--- config.mk ---
export PLATFORM = sky130hd
export DESIGN_NAME = system_interrupt_priority_ctrl
export DESIGN_NICKNAME = d
export VERILOG_FILES = /design/src/rtl/irq_pin_sync.v /design/src/rtl/system_interrupt_priority_ctrl.v
export VERILOG_INCLUDE_DIRS = /design/src /design/src/rtl
export SDC_FILE = /design/constraint.sdc
export NUM_CORES = 1
export LEC_CHECK = 0
export ABC_AREA = 1
export BUFFER_PORTS_ARGS = -buffer_cell sky130_fd_sc_hd__buf_2
export CAP_MARGIN = 30
export CORE_MARGIN = 3
export CORE_UTILIZATION = 57
export DETAILED_ROUTE_END_ITERATION = 12
export PLACE_DENSITY = 0.91
export SYNTH_ARGS = -nofsm -noshare
export SYNTH_HDL_FRONTEND = slang
export SYNTH_SLANG_ARGS = --single-unit
--- constraint.sdc ---
create_clock -name sys_clk -period 2.9 [get_ports sys_clk]
set_input_delay 0.58 -clock sys_clk [delete_from_list [all_inputs] [get_ports sys_clk]]
set_output_delay 0.58 -clock sys_clk [all_outputs]
set_load 0.01 [all_outputs]
--- src/rtl/irq_ctrl_defs.vh ---
// Purpose: constants of the system interrupt priority controller
// Assumes: included by bare name from the rtl files
// Notes: definitions only
`ifndef IRQ_CTRL_DEFS_VH
`define IRQ_CTRL_DEFS_VH

// register byte offsets on the wishbone slave
`define OFS_PENDING 4'h0
`define OFS_MASK 4'h4
`define OFS_SENSE 4'h8
`define OFS_VECTOR 4'hC

// reset values
`define PENDING_RST 16'h0000
`define MASK_RST 16'h0000
`define SENSE_RST 16'h0000

// field layout
`define NUM_PINS 8
`define NUM_LANES 4
`define LANE_W 8
`define NUM_SRC 16
`define REG_W 16
`define PIN_NMI 0
`define SRC_IDX_W 4
`define CODE_W 8
`define CODE_LSB_PAD 2'h0
`define CODE_MSB_PAD 2'h0
`define CODE_NONE 8'h40
`define VEC_LOW_ZERO 24'h000000
`define UPPER_ZERO 16'h0000
`define WORD_ZERO 32'h00000000

`endif

--- src/rtl/irq_pin_sync.v ---
// Purpose: synchronise the active-low request pins and find falling edges
// Assumes: pins are asynchronous to sys_clk
// Notes: stage one is read only by stage two
`timescale 1ns/10ps
`include "irq_ctrl_defs.vh"

module irq_pin_sync (
   // clock and reset
   input wire sys_clk,
   input wire rst,
   // raw pins
   input wire [`NUM_PINS-1:0] irq_pin_n,
   // synchronised results
   output wire [`NUM_PINS-1:0] pin_low,
   output wire [`NUM_PINS-1:0] pin_fall
);

   reg [`NUM_PINS-1:0] meta;
   reg [`NUM_PINS-1:0] sync;
   reg [`NUM_PINS-1:0] prev;

   genvar i;
   generate
      for (i = 0; i < `NUM_PINS; i = i + 1) begin : g_pin
         always @(posedge sys_clk) begin
            if (rst) begin
               meta[i] <= 1'b1;
               sync[i] <= 1'b1;
               prev[i] <= 1'b1;
            end else begin
               meta[i] <= irq_pin_n[i];
               sync[i] <= meta[i];
               prev[i] <= sync[i];
            end
         end
         assign pin_low[i] = ~sync[i];
         // previous sample high, current low
         assign pin_fall[i] = prev[i] & ~sync[i];
      end
   endgenerate

endmodule // irq_pin_sync

--- src/rtl/system_interrupt_priority_ctrl.v ---
// Purpose: system interrupt controller with pending, mask, sense and vector registers
// Assumes: classic wishbone slave on sys_clk, synchronous active-high reset
// Notes: pin 0 drives core_nmi behind its mask bit; the other sources share core_irq
`timescale 1ns/10ps
`include "irq_ctrl_defs.vh"

// Contract
// - All ordinary sources merge into one core request, high while any enabled one is pending.
// - External pin 0 drives the nmi request behind its mask bit; pins 1-7 and the eight levels feed the ordinary one.
// - Priority is fixed and interleaved, pin n above level n above pin n+1, pin 0 highest.
// - Each source code is four times its priority position, positions 16 to 31 reserved.
// - The pending register has one bit per source, pins on even and levels on odd bits, reset zero.
// - Internal level pending bits follow the live level request and ignore software writes.
// - A level-sensed pin's pending bit tracks the low pin level and ignores software writes.
// - An edge-sensed pin's pending bit sets on a falling edge and clears when software writes one.
// - Each mask bit sits beside its pending bit and lets that source reach its core request, core_nmi for pin 0 and core_irq for the rest.
// - The mask register is read/write and resets to zero so every source starts disabled.
// - The sense register holds edge select at bit 2n and wake enable at bit 2n+1 per pin, reset zero.
// - Edge select one senses a falling edge, zero senses a low level.
// - A set wake enable raises the low-power exit signal while its pin is low.
// - The read-only vector register gives the winning pending unmasked code in its top byte.
module system_interrupt_priority_ctrl (
   // clock and reset
   input wire sys_clk,
   input wire rst,
   // wishbone slave
   input wire wb_cyc_i,
   input wire wb_stb_i,
   input wire wb_we_i,
   input wire [3:0] wb_adr_i,
   input wire [3:0] wb_sel_i,
   input wire [31:0] wb_dat_i,
   output reg [31:0] wb_dat_o,
   output wire wb_ack_o,
   // external request pins, active low
   input wire [`NUM_PINS-1:0] irq_pin_n,
   // internal level requests
   input wire [`NUM_PINS-1:0] internal_level_req,
   // toward the core and power control
   output reg core_irq,
   output reg core_nmi,
   output reg lowpower_exit
);

   // registers
   reg [`REG_W-1:0] irq_pending;
   reg [`REG_W-1:0] irq_enable_mask;
   reg [`REG_W-1:0] irq_sense_wake_config;
   reg ack;

   // next values
   reg [`REG_W-1:0] next_pending;
   reg [`REG_W-1:0] next_mask;
   reg [`REG_W-1:0] next_sense;
   reg [31:0] next_dat;

   // synchronised pins
   wire [`NUM_PINS-1:0] pin_low;
   wire [`NUM_PINS-1:0] pin_fall;

   // field views
   wire [`NUM_PINS-1:0] edge_select;
   wire [`NUM_PINS-1:0] wake_enable;
   wire [`NUM_PINS-1:0] external_pin_enable;
   wire [`NUM_PINS-1:0] internal_level_enable;
   wire [`NUM_PINS-1:0] internal_level_pending;
   wire [`NUM_PINS-1:0] external_pin_pending;
   wire [`NUM_PINS-1:0] wake_hit;
   wire [`NUM_PINS-1:0] level_hit;
   wire ordinary_req;
   wire nmi_req;
   wire wake_req;

   // bus decode
   wire bus_req;
   wire take_req;
   wire wr_en;
   wire sel_pending;
   wire sel_mask;
   wire sel_sense;
   wire [31:0] lane_mask;
   wire [`REG_W-1:0] wr_lanes;
   wire [`REG_W-1:0] wr_data;
   wire [`REG_W-1:0] clear_req;

   // priority
   wire [`REG_W-1:0] active;
   reg [`SRC_IDX_W-1:0] win_idx;
   reg win_any;
   integer k;
   wire [`NUM_SRC:0] taken;
   wire [`NUM_SRC-1:0] first_hit;
   wire [`CODE_W-1:0] irq_vector_code;

   irq_pin_sync u_pin_sync (
      .sys_clk(sys_clk),
      .rst(rst),
      .irq_pin_n(irq_pin_n),
      .pin_low(pin_low),
      .pin_fall(pin_fall)
   );

   // split the interleaved registers into per-pin fields
   genvar i;
   generate
      for (i = 0; i < `NUM_PINS; i = i + 1) begin : g_field
         assign edge_select[i] = irq_sense_wake_config[2*i];
         assign wake_enable[i] = irq_sense_wake_config[2*i+1];
         assign external_pin_enable[i] = irq_enable_mask[2*i];
         assign internal_level_enable[i] = irq_enable_mask[2*i+1];
         assign internal_level_pending[i] = irq_pending[2*i+1];
         assign external_pin_pending[i] = irq_pending[2*i];
      end
   endgenerate

   // wishbone decode
   assign bus_req = wb_cyc_i & wb_stb_i;
   // a request is taken on the edge where it stands and no answer is out
   assign take_req = bus_req & ~ack;
   assign wr_en = bus_req & wb_we_i & ack;
   assign sel_pending = (wb_adr_i == `OFS_PENDING);
   assign sel_mask = (wb_adr_i == `OFS_MASK);
   assign sel_sense = (wb_adr_i == `OFS_SENSE);
   // every byte lane select widens to a byte of the write mask
   generate
      for (i = 0; i < `NUM_LANES; i = i + 1) begin : g_lane
         assign lane_mask[`LANE_W*i+`LANE_W-1:`LANE_W*i] = {`LANE_W{wb_sel_i[i]}};
      end
   endgenerate
   // reserved upper half is never stored, whatever software writes
   assign wr_lanes = lane_mask[`REG_W-1:0];
   assign wr_data = wb_dat_i[`REG_W-1:0];
   assign clear_req = (wr_en & sel_pending) ? (wr_data & wr_lanes) : `PENDING_RST;

   // one-cycle answer, dropped in the cycle after it was given
   always @(posedge sys_clk) begin
      if (rst) begin
         ack <= 1'b0;
      end else begin
         ack <= take_req;
      end
   end
   assign wb_ack_o = ack;

   // pending bits
   generate
      for (i = 0; i < `NUM_PINS; i = i + 1) begin : g_pend
         wire edge_keep;
         wire edge_next;
         wire level_next;
         // edge mode keeps the bit until software writes a one to it
         assign edge_keep = irq_pending[2*i] & ~clear_req[2*i];
         // a new edge wins over a clear in the same cycle
         assign edge_next = edge_keep | pin_fall[i];
         // level mode follows the low pin and ignores writes
         assign level_next = pin_low[i];
         always @* begin
            if (edge_select[i]) begin
               next_pending[2*i] = edge_next;
            end else begin
               next_pending[2*i] = level_next;
            end
            // level bits follow the requestor and ignore writes
            next_pending[2*i+1] = internal_level_req[i];
         end
      end
   endgenerate

   // configuration writes honour the byte lanes
   always @* begin
      next_mask = irq_enable_mask;
      if (wr_en & sel_mask) begin
         next_mask = (irq_enable_mask & ~wr_lanes) | (wr_data & wr_lanes);
      end
   end

   always @* begin
      next_sense = irq_sense_wake_config;
      if (wr_en & sel_sense) begin
         next_sense = (irq_sense_wake_config & ~wr_lanes) | (wr_data & wr_lanes);
      end
   end

   // pending bits clear on reset and otherwise take their next value
   always @(posedge sys_clk) begin
      if (rst) begin
         irq_pending <= `PENDING_RST;
      end else begin
         irq_pending <= next_pending;
      end
   end

   // every source starts disabled
   always @(posedge sys_clk) begin
      if (rst) begin
         irq_enable_mask <= `MASK_RST;
      end else begin
         irq_enable_mask <= next_mask;
      end
   end

   always @(posedge sys_clk) begin
      if (rst) begin
         irq_sense_wake_config <= `SENSE_RST;
      end else begin
         irq_sense_wake_config <= next_sense;
      end
   end

   // fixed priority: the lowest set bit wins
   assign active = irq_pending & irq_enable_mask;
   assign taken[0] = 1'b0;

   // a ladder from position 0 upward marks the first active source
   generate
      for (i = 0; i < `NUM_SRC; i = i + 1) begin : g_prio
         assign first_hit[i] = active[i] & ~taken[i];
         assign taken[i+1] = taken[i] | active[i];
      end
   endgenerate

   // one-hot winner to its position number
   always @* begin
      win_idx = {`SRC_IDX_W{1'b0}};
      for (k = 0; k < `NUM_SRC; k = k + 1) begin
         if (first_hit[k]) begin
            win_idx = win_idx | k[`SRC_IDX_W-1:0];
         end
      end
   end

   always @* begin
      win_any = taken[`NUM_SRC];
   end

   // code is the position shifted left by two
   assign irq_vector_code = win_any ? {`CODE_MSB_PAD, win_idx, `CODE_LSB_PAD} : `CODE_NONE;

   // read data, captured when the request is taken
   always @* begin
      next_dat = `WORD_ZERO;
      case (wb_adr_i)
         `OFS_PENDING: begin
            next_dat = {`UPPER_ZERO, irq_pending};
         end
         `OFS_MASK: begin
            next_dat = {`UPPER_ZERO, irq_enable_mask};
         end
         `OFS_SENSE: begin
            next_dat = {`UPPER_ZERO, irq_sense_wake_config};
         end
         `OFS_VECTOR: begin
            // code in the top byte, the rest reads zero
            next_dat = {irq_vector_code, `VEC_LOW_ZERO};
         end
         default: begin
            // unmapped offsets read as zero
            next_dat = `WORD_ZERO;
         end
      endcase
   end

   always @(posedge sys_clk) begin
      if (rst) begin
         wb_dat_o <= `WORD_ZERO;
      end else if (take_req & ~wb_we_i) begin
         wb_dat_o <= next_dat;
      end
   end

   // ordinary request: pins 1 to 7 and all levels, each behind its mask bit
   generate
      for (i = 0; i < `NUM_PINS; i = i + 1) begin : g_req
         assign level_hit[i] = internal_level_pending[i] & internal_level_enable[i];
         assign wake_hit[i] = wake_enable[i] & pin_low[i];
      end
   endgenerate
   assign ordinary_req = (|(external_pin_pending[`NUM_PINS-1:`PIN_NMI+1]
      & external_pin_enable[`NUM_PINS-1:`PIN_NMI+1])) | (|level_hit);
   // pin 0 is left out of the ordinary request
   assign nmi_req = external_pin_pending[`PIN_NMI] & external_pin_enable[`PIN_NMI];
   assign wake_req = |wake_hit;

   // outputs toward the core and the power controller
   always @(posedge sys_clk) begin
      if (rst) begin
         core_irq <= 1'b0;
      end else begin
         core_irq <= ordinary_req;
      end
   end

   always @(posedge sys_clk) begin
      if (rst) begin
         core_nmi <= 1'b0;
      end else begin
         core_nmi <= nmi_req;
      end
   end

   always @(posedge sys_clk) begin
      if (rst) begin
         lowpower_exit <= 1'b0;
      end else begin
         lowpower_exit <= wake_req;
      end
   end

endmodule // system_interrupt_priority_ctrl
After elaboration in Yosys (flattened, before gate mapping):

Cells that the tools add are included.

* register bits: 108
* input port bits: 61
* output and inout port bits: 36
* word-level logic and storage cells: 186

* eq/ne operators: 3
* mux-type cells: 26
* bitwise gates (word level): 121
* reduce and logical (&&, ||, !) cells: 4

Operators by type and width (count)
* 31-bit case mux with 4 select lines: 1
* 16-bit AND: 4
* 1-bit AND: 56
* 1-bit NOT: 33
* 4-bit 2-to-1 mux: 8
* 16-bit OR: 2
* 1-bit OR: 24
* 16-bit NOT: 1
* 8-bit OR reduction: 2
* 15-bit 2-to-1 mux: 1
* 3-bit 2-to-1 mux: 4
* 1-bit 2-to-1 mux: 9
* 4-bit == test (second input constant): 2
* 7-bit AND: 1
* 7-bit 2-to-1 mux: 1
* 7-bit OR reduction: 1
* 4-bit by 3-bit == test with 1-bit output (second input constant): 1
* 4-bit logical NOT: 1
* 2-bit 2-to-1 mux: 2

Logic depth before layout (Yosys ltp):

* word-level depth: 20
* mapped depth: 11
* mapped depth without buffers: 11

Hierarchy:

Synthesis repeated with hierarchy kept, for this count alone.

* cells, all modules: 553
* area, all modules: 4140.2 µm²

By module, submodules not included
* system_interrupt_priority_ctrl: times used 1, cells an instance 462, area each 3390.8 µm², sequential area each 1461.4 µm²
* irq_pin_sync: times used 1, cells an instance 91, area each 749.5 µm², sequential area each 480.5 µm²

Worst setup path after synthesis:

No wires, ideal clock.

* path kind: input to register
* from: input port wb_cyc_i
* to: register with a tool-made name
* setup time: 0.119 ns
* arrival time: 1.472 ns
* data required time: 2.781 ns
* slack: 1.309 ns
* cell stages on the path: 7
* buffers on the path: 2
* cell sequence: nand2_1 > nor2_2 > buf_4 > nand3_1 > buf_2 > o21ai_0 > a21oi_1

RTL lines
* start, declared: line system_interrupt_priority_ctrl.v:27 `input wire wb_cyc_i,`

==> impl_metrics.toml <==
[outcome]
status = "finished, final reports clean"

[synthesis]
yosys_warnings = 0
synthFlopType = "dfxtp_1"
syn_area_sq_um = 3920
async_flop_share = 0
ys_top_cells_by_count = "nand2_1 (109), dfxtp_1 (97), inv_1 (52)"
synth-seq-area-share = 0.495
ys_types = 30
synth_seq_cells = 97
synth.top_cell.area_share = 0.495
synth_most_common_cell = "nand2_1"
synthCells = 496
synth_area_per_cell_sq_um = 7.90
yosys.area.top_type = "dfxtp_1"
ys_top_cells_by_area = "dfxtp_1 (50%), nand2_1 (10%), a21oi_1 (6.1%), inv_1 (5.0%), o21ai_0 (3.4%)"
synth-edff-count = 0

[final_layout]
antenna_cells = 0
nets = 617
n_fill_cell = 534
drive_gt1_frac = 0.216
syn2layout_area_growth_pct = 13.5
register_area_sq_um = 1940
multi_input_area_sq_um = 1630
stdcell_area_sq_um = 4450

[min_path]
min_path_type = "in2reg"
worstHoldStart = "irq_pin_n[3]"

[timing]
hold_ws_ns = 0.393
drv_slew = 0
period_minus_slack_ns = 1.87
fmax_mhz = 534
skew_ns = 0.00715
slew_headroom = 0.569
rsz0062_at_grt = "false"
finalSetupViolCount = 0
finalCritPeriodShare = 0.646
tns_ns = 0
fin_ws_ns = 1.03
tightest_slew_ns = 0.646
hold_viol = 0

[drt]
ant_nets = 0
route.detailed.drc = 0
wirelength_mm = 9.16
wl_per_cell_um = 14.3
drt_iter0_drc = 226
dr_total_vias = 3534
viasPerCell = 5.54
drt_pass1_iterations = 4

[worst_setup_path]
worstPathRequired_ns = 3.14
cp-end-kind = "flop"
crit_fanout = 13
start_kind = "flop"
startpoint = "wb_ack_o"
crit_arrival_ns = 2.11
reg2reg_from = "wb_ack_o"
path_class = "reg2reg"

[die]
dieArea_sq_um = 7910
chipWidth_um = 88.9
die_y_um = 88.9
core_area_sq_um = 6490
io_pins = 97
rows = 29
start_util = 0.604

[power_and_ir_drop]
leakagePower_uw = 0.00186
finalPower_uw = 2370
vdd_drop_max_mv = 0.448
powerDensity_nw_per_um2 = 533

[grt]
track_usage = 0.241
grt_pass1_vias = 3390
antenna_found_initial = 0
grt_overflow = 0
grt_pass1_wl_mm = 14.7
grt_max_degree = 46

[placed_design]
gp_congestion = 0.971
place_hpwl_mm = 6.71
portBuffers = 67
post_dp_cell_area_sq_um = 4240
post-place-ws_ns = 0.750

[clock_tree]
insertion_delay_ns = 0.36
cts_setup_buffers = 0
htree_levels = 3
clkTransAtPathRegs_ns = 0.09
postCtsHoldBufs = 0
cts_made_buffers = 9
tritoncts = "yes"
cts_root_buf = "clkbuf_8"
cts_resized = 0
cts.path.max_buffers = 2
numClockSinks = 97

[flow_run]
cap_violations = 0
worst max-delay path, stage by stage (launching register included):
cell	delay, ns
dfxtp_1	0.42
nand2_1	0.09
nor2_2	0.41
nand3_1	0.45
o21ai_0	0.31
a21oi_1	0.07
path summary, 6_finish.rpt:
check / cells past startpoint / slack (ns) / end
hold / removal: 2 / 0.39 / u_pin_sync.meta[3]
hold reg to reg: 1 / 0.41 / u_pin_sync.sync[5]
setup reg to reg: 5 / 1.03 / flop
setup / recovery: 5 / 1.03 / flop
kinds of logic (layout without fill, tap and decap cells):
family	after synthesis	after routing	synth area share
AND/OR/NAND/NOR	196	196	0.229
AO/OA/AOI/OAI	115	115	0.177
flip-flops	97	97	0.495
buffers and inverters	87	142	0.0983
other	1	11	0.000957
where the power goes:
part	switching, uW	total (uW)	internal [uW]
logic	78.0	123	44.6
registers	11.3	1370	1350
clock network	462	885	423
through the flow:
step           std cells  utilization
3_3_place_gp         622        0.653
6_report             638        0.685
5_1_grt              638        0.685
4_1_cts              638        0.685
2_1_floorplan        506            -
3_5_place_dp         622        0.653
placed cells by master (no fill, tap or decap), drive strengths merged, types with 11 or more instances in the layout:
cell type / instances
o21ai: 27
inv: 54
dfxtp: 97
nor2: 37
nand2: 111
nand3: 14
a21oi: 48
conb: 11
o221ai: 12
buf: 72
or2: 20
layout make-up:
cell class,instances,share of cell area
clock buffer,10,0.0309
timing repair buffer,72,0.0838
tap,77,0.0217
clock inverter,6,0.0152
inverter,54,0.0456
sequential,97,0.436
multi-input combinational,322,0.366
routing by layer:
layer  vias to the layer above  global-route usage  wire, um
li1                       1740                   -         -
met1                      1639               0.270      3570
met2                       123               0.433      4740
met3                        32              0.0636       565
met4                         0              0.0974       279
met5                         -                   0         0
Power figures use the tool's default switching activity.
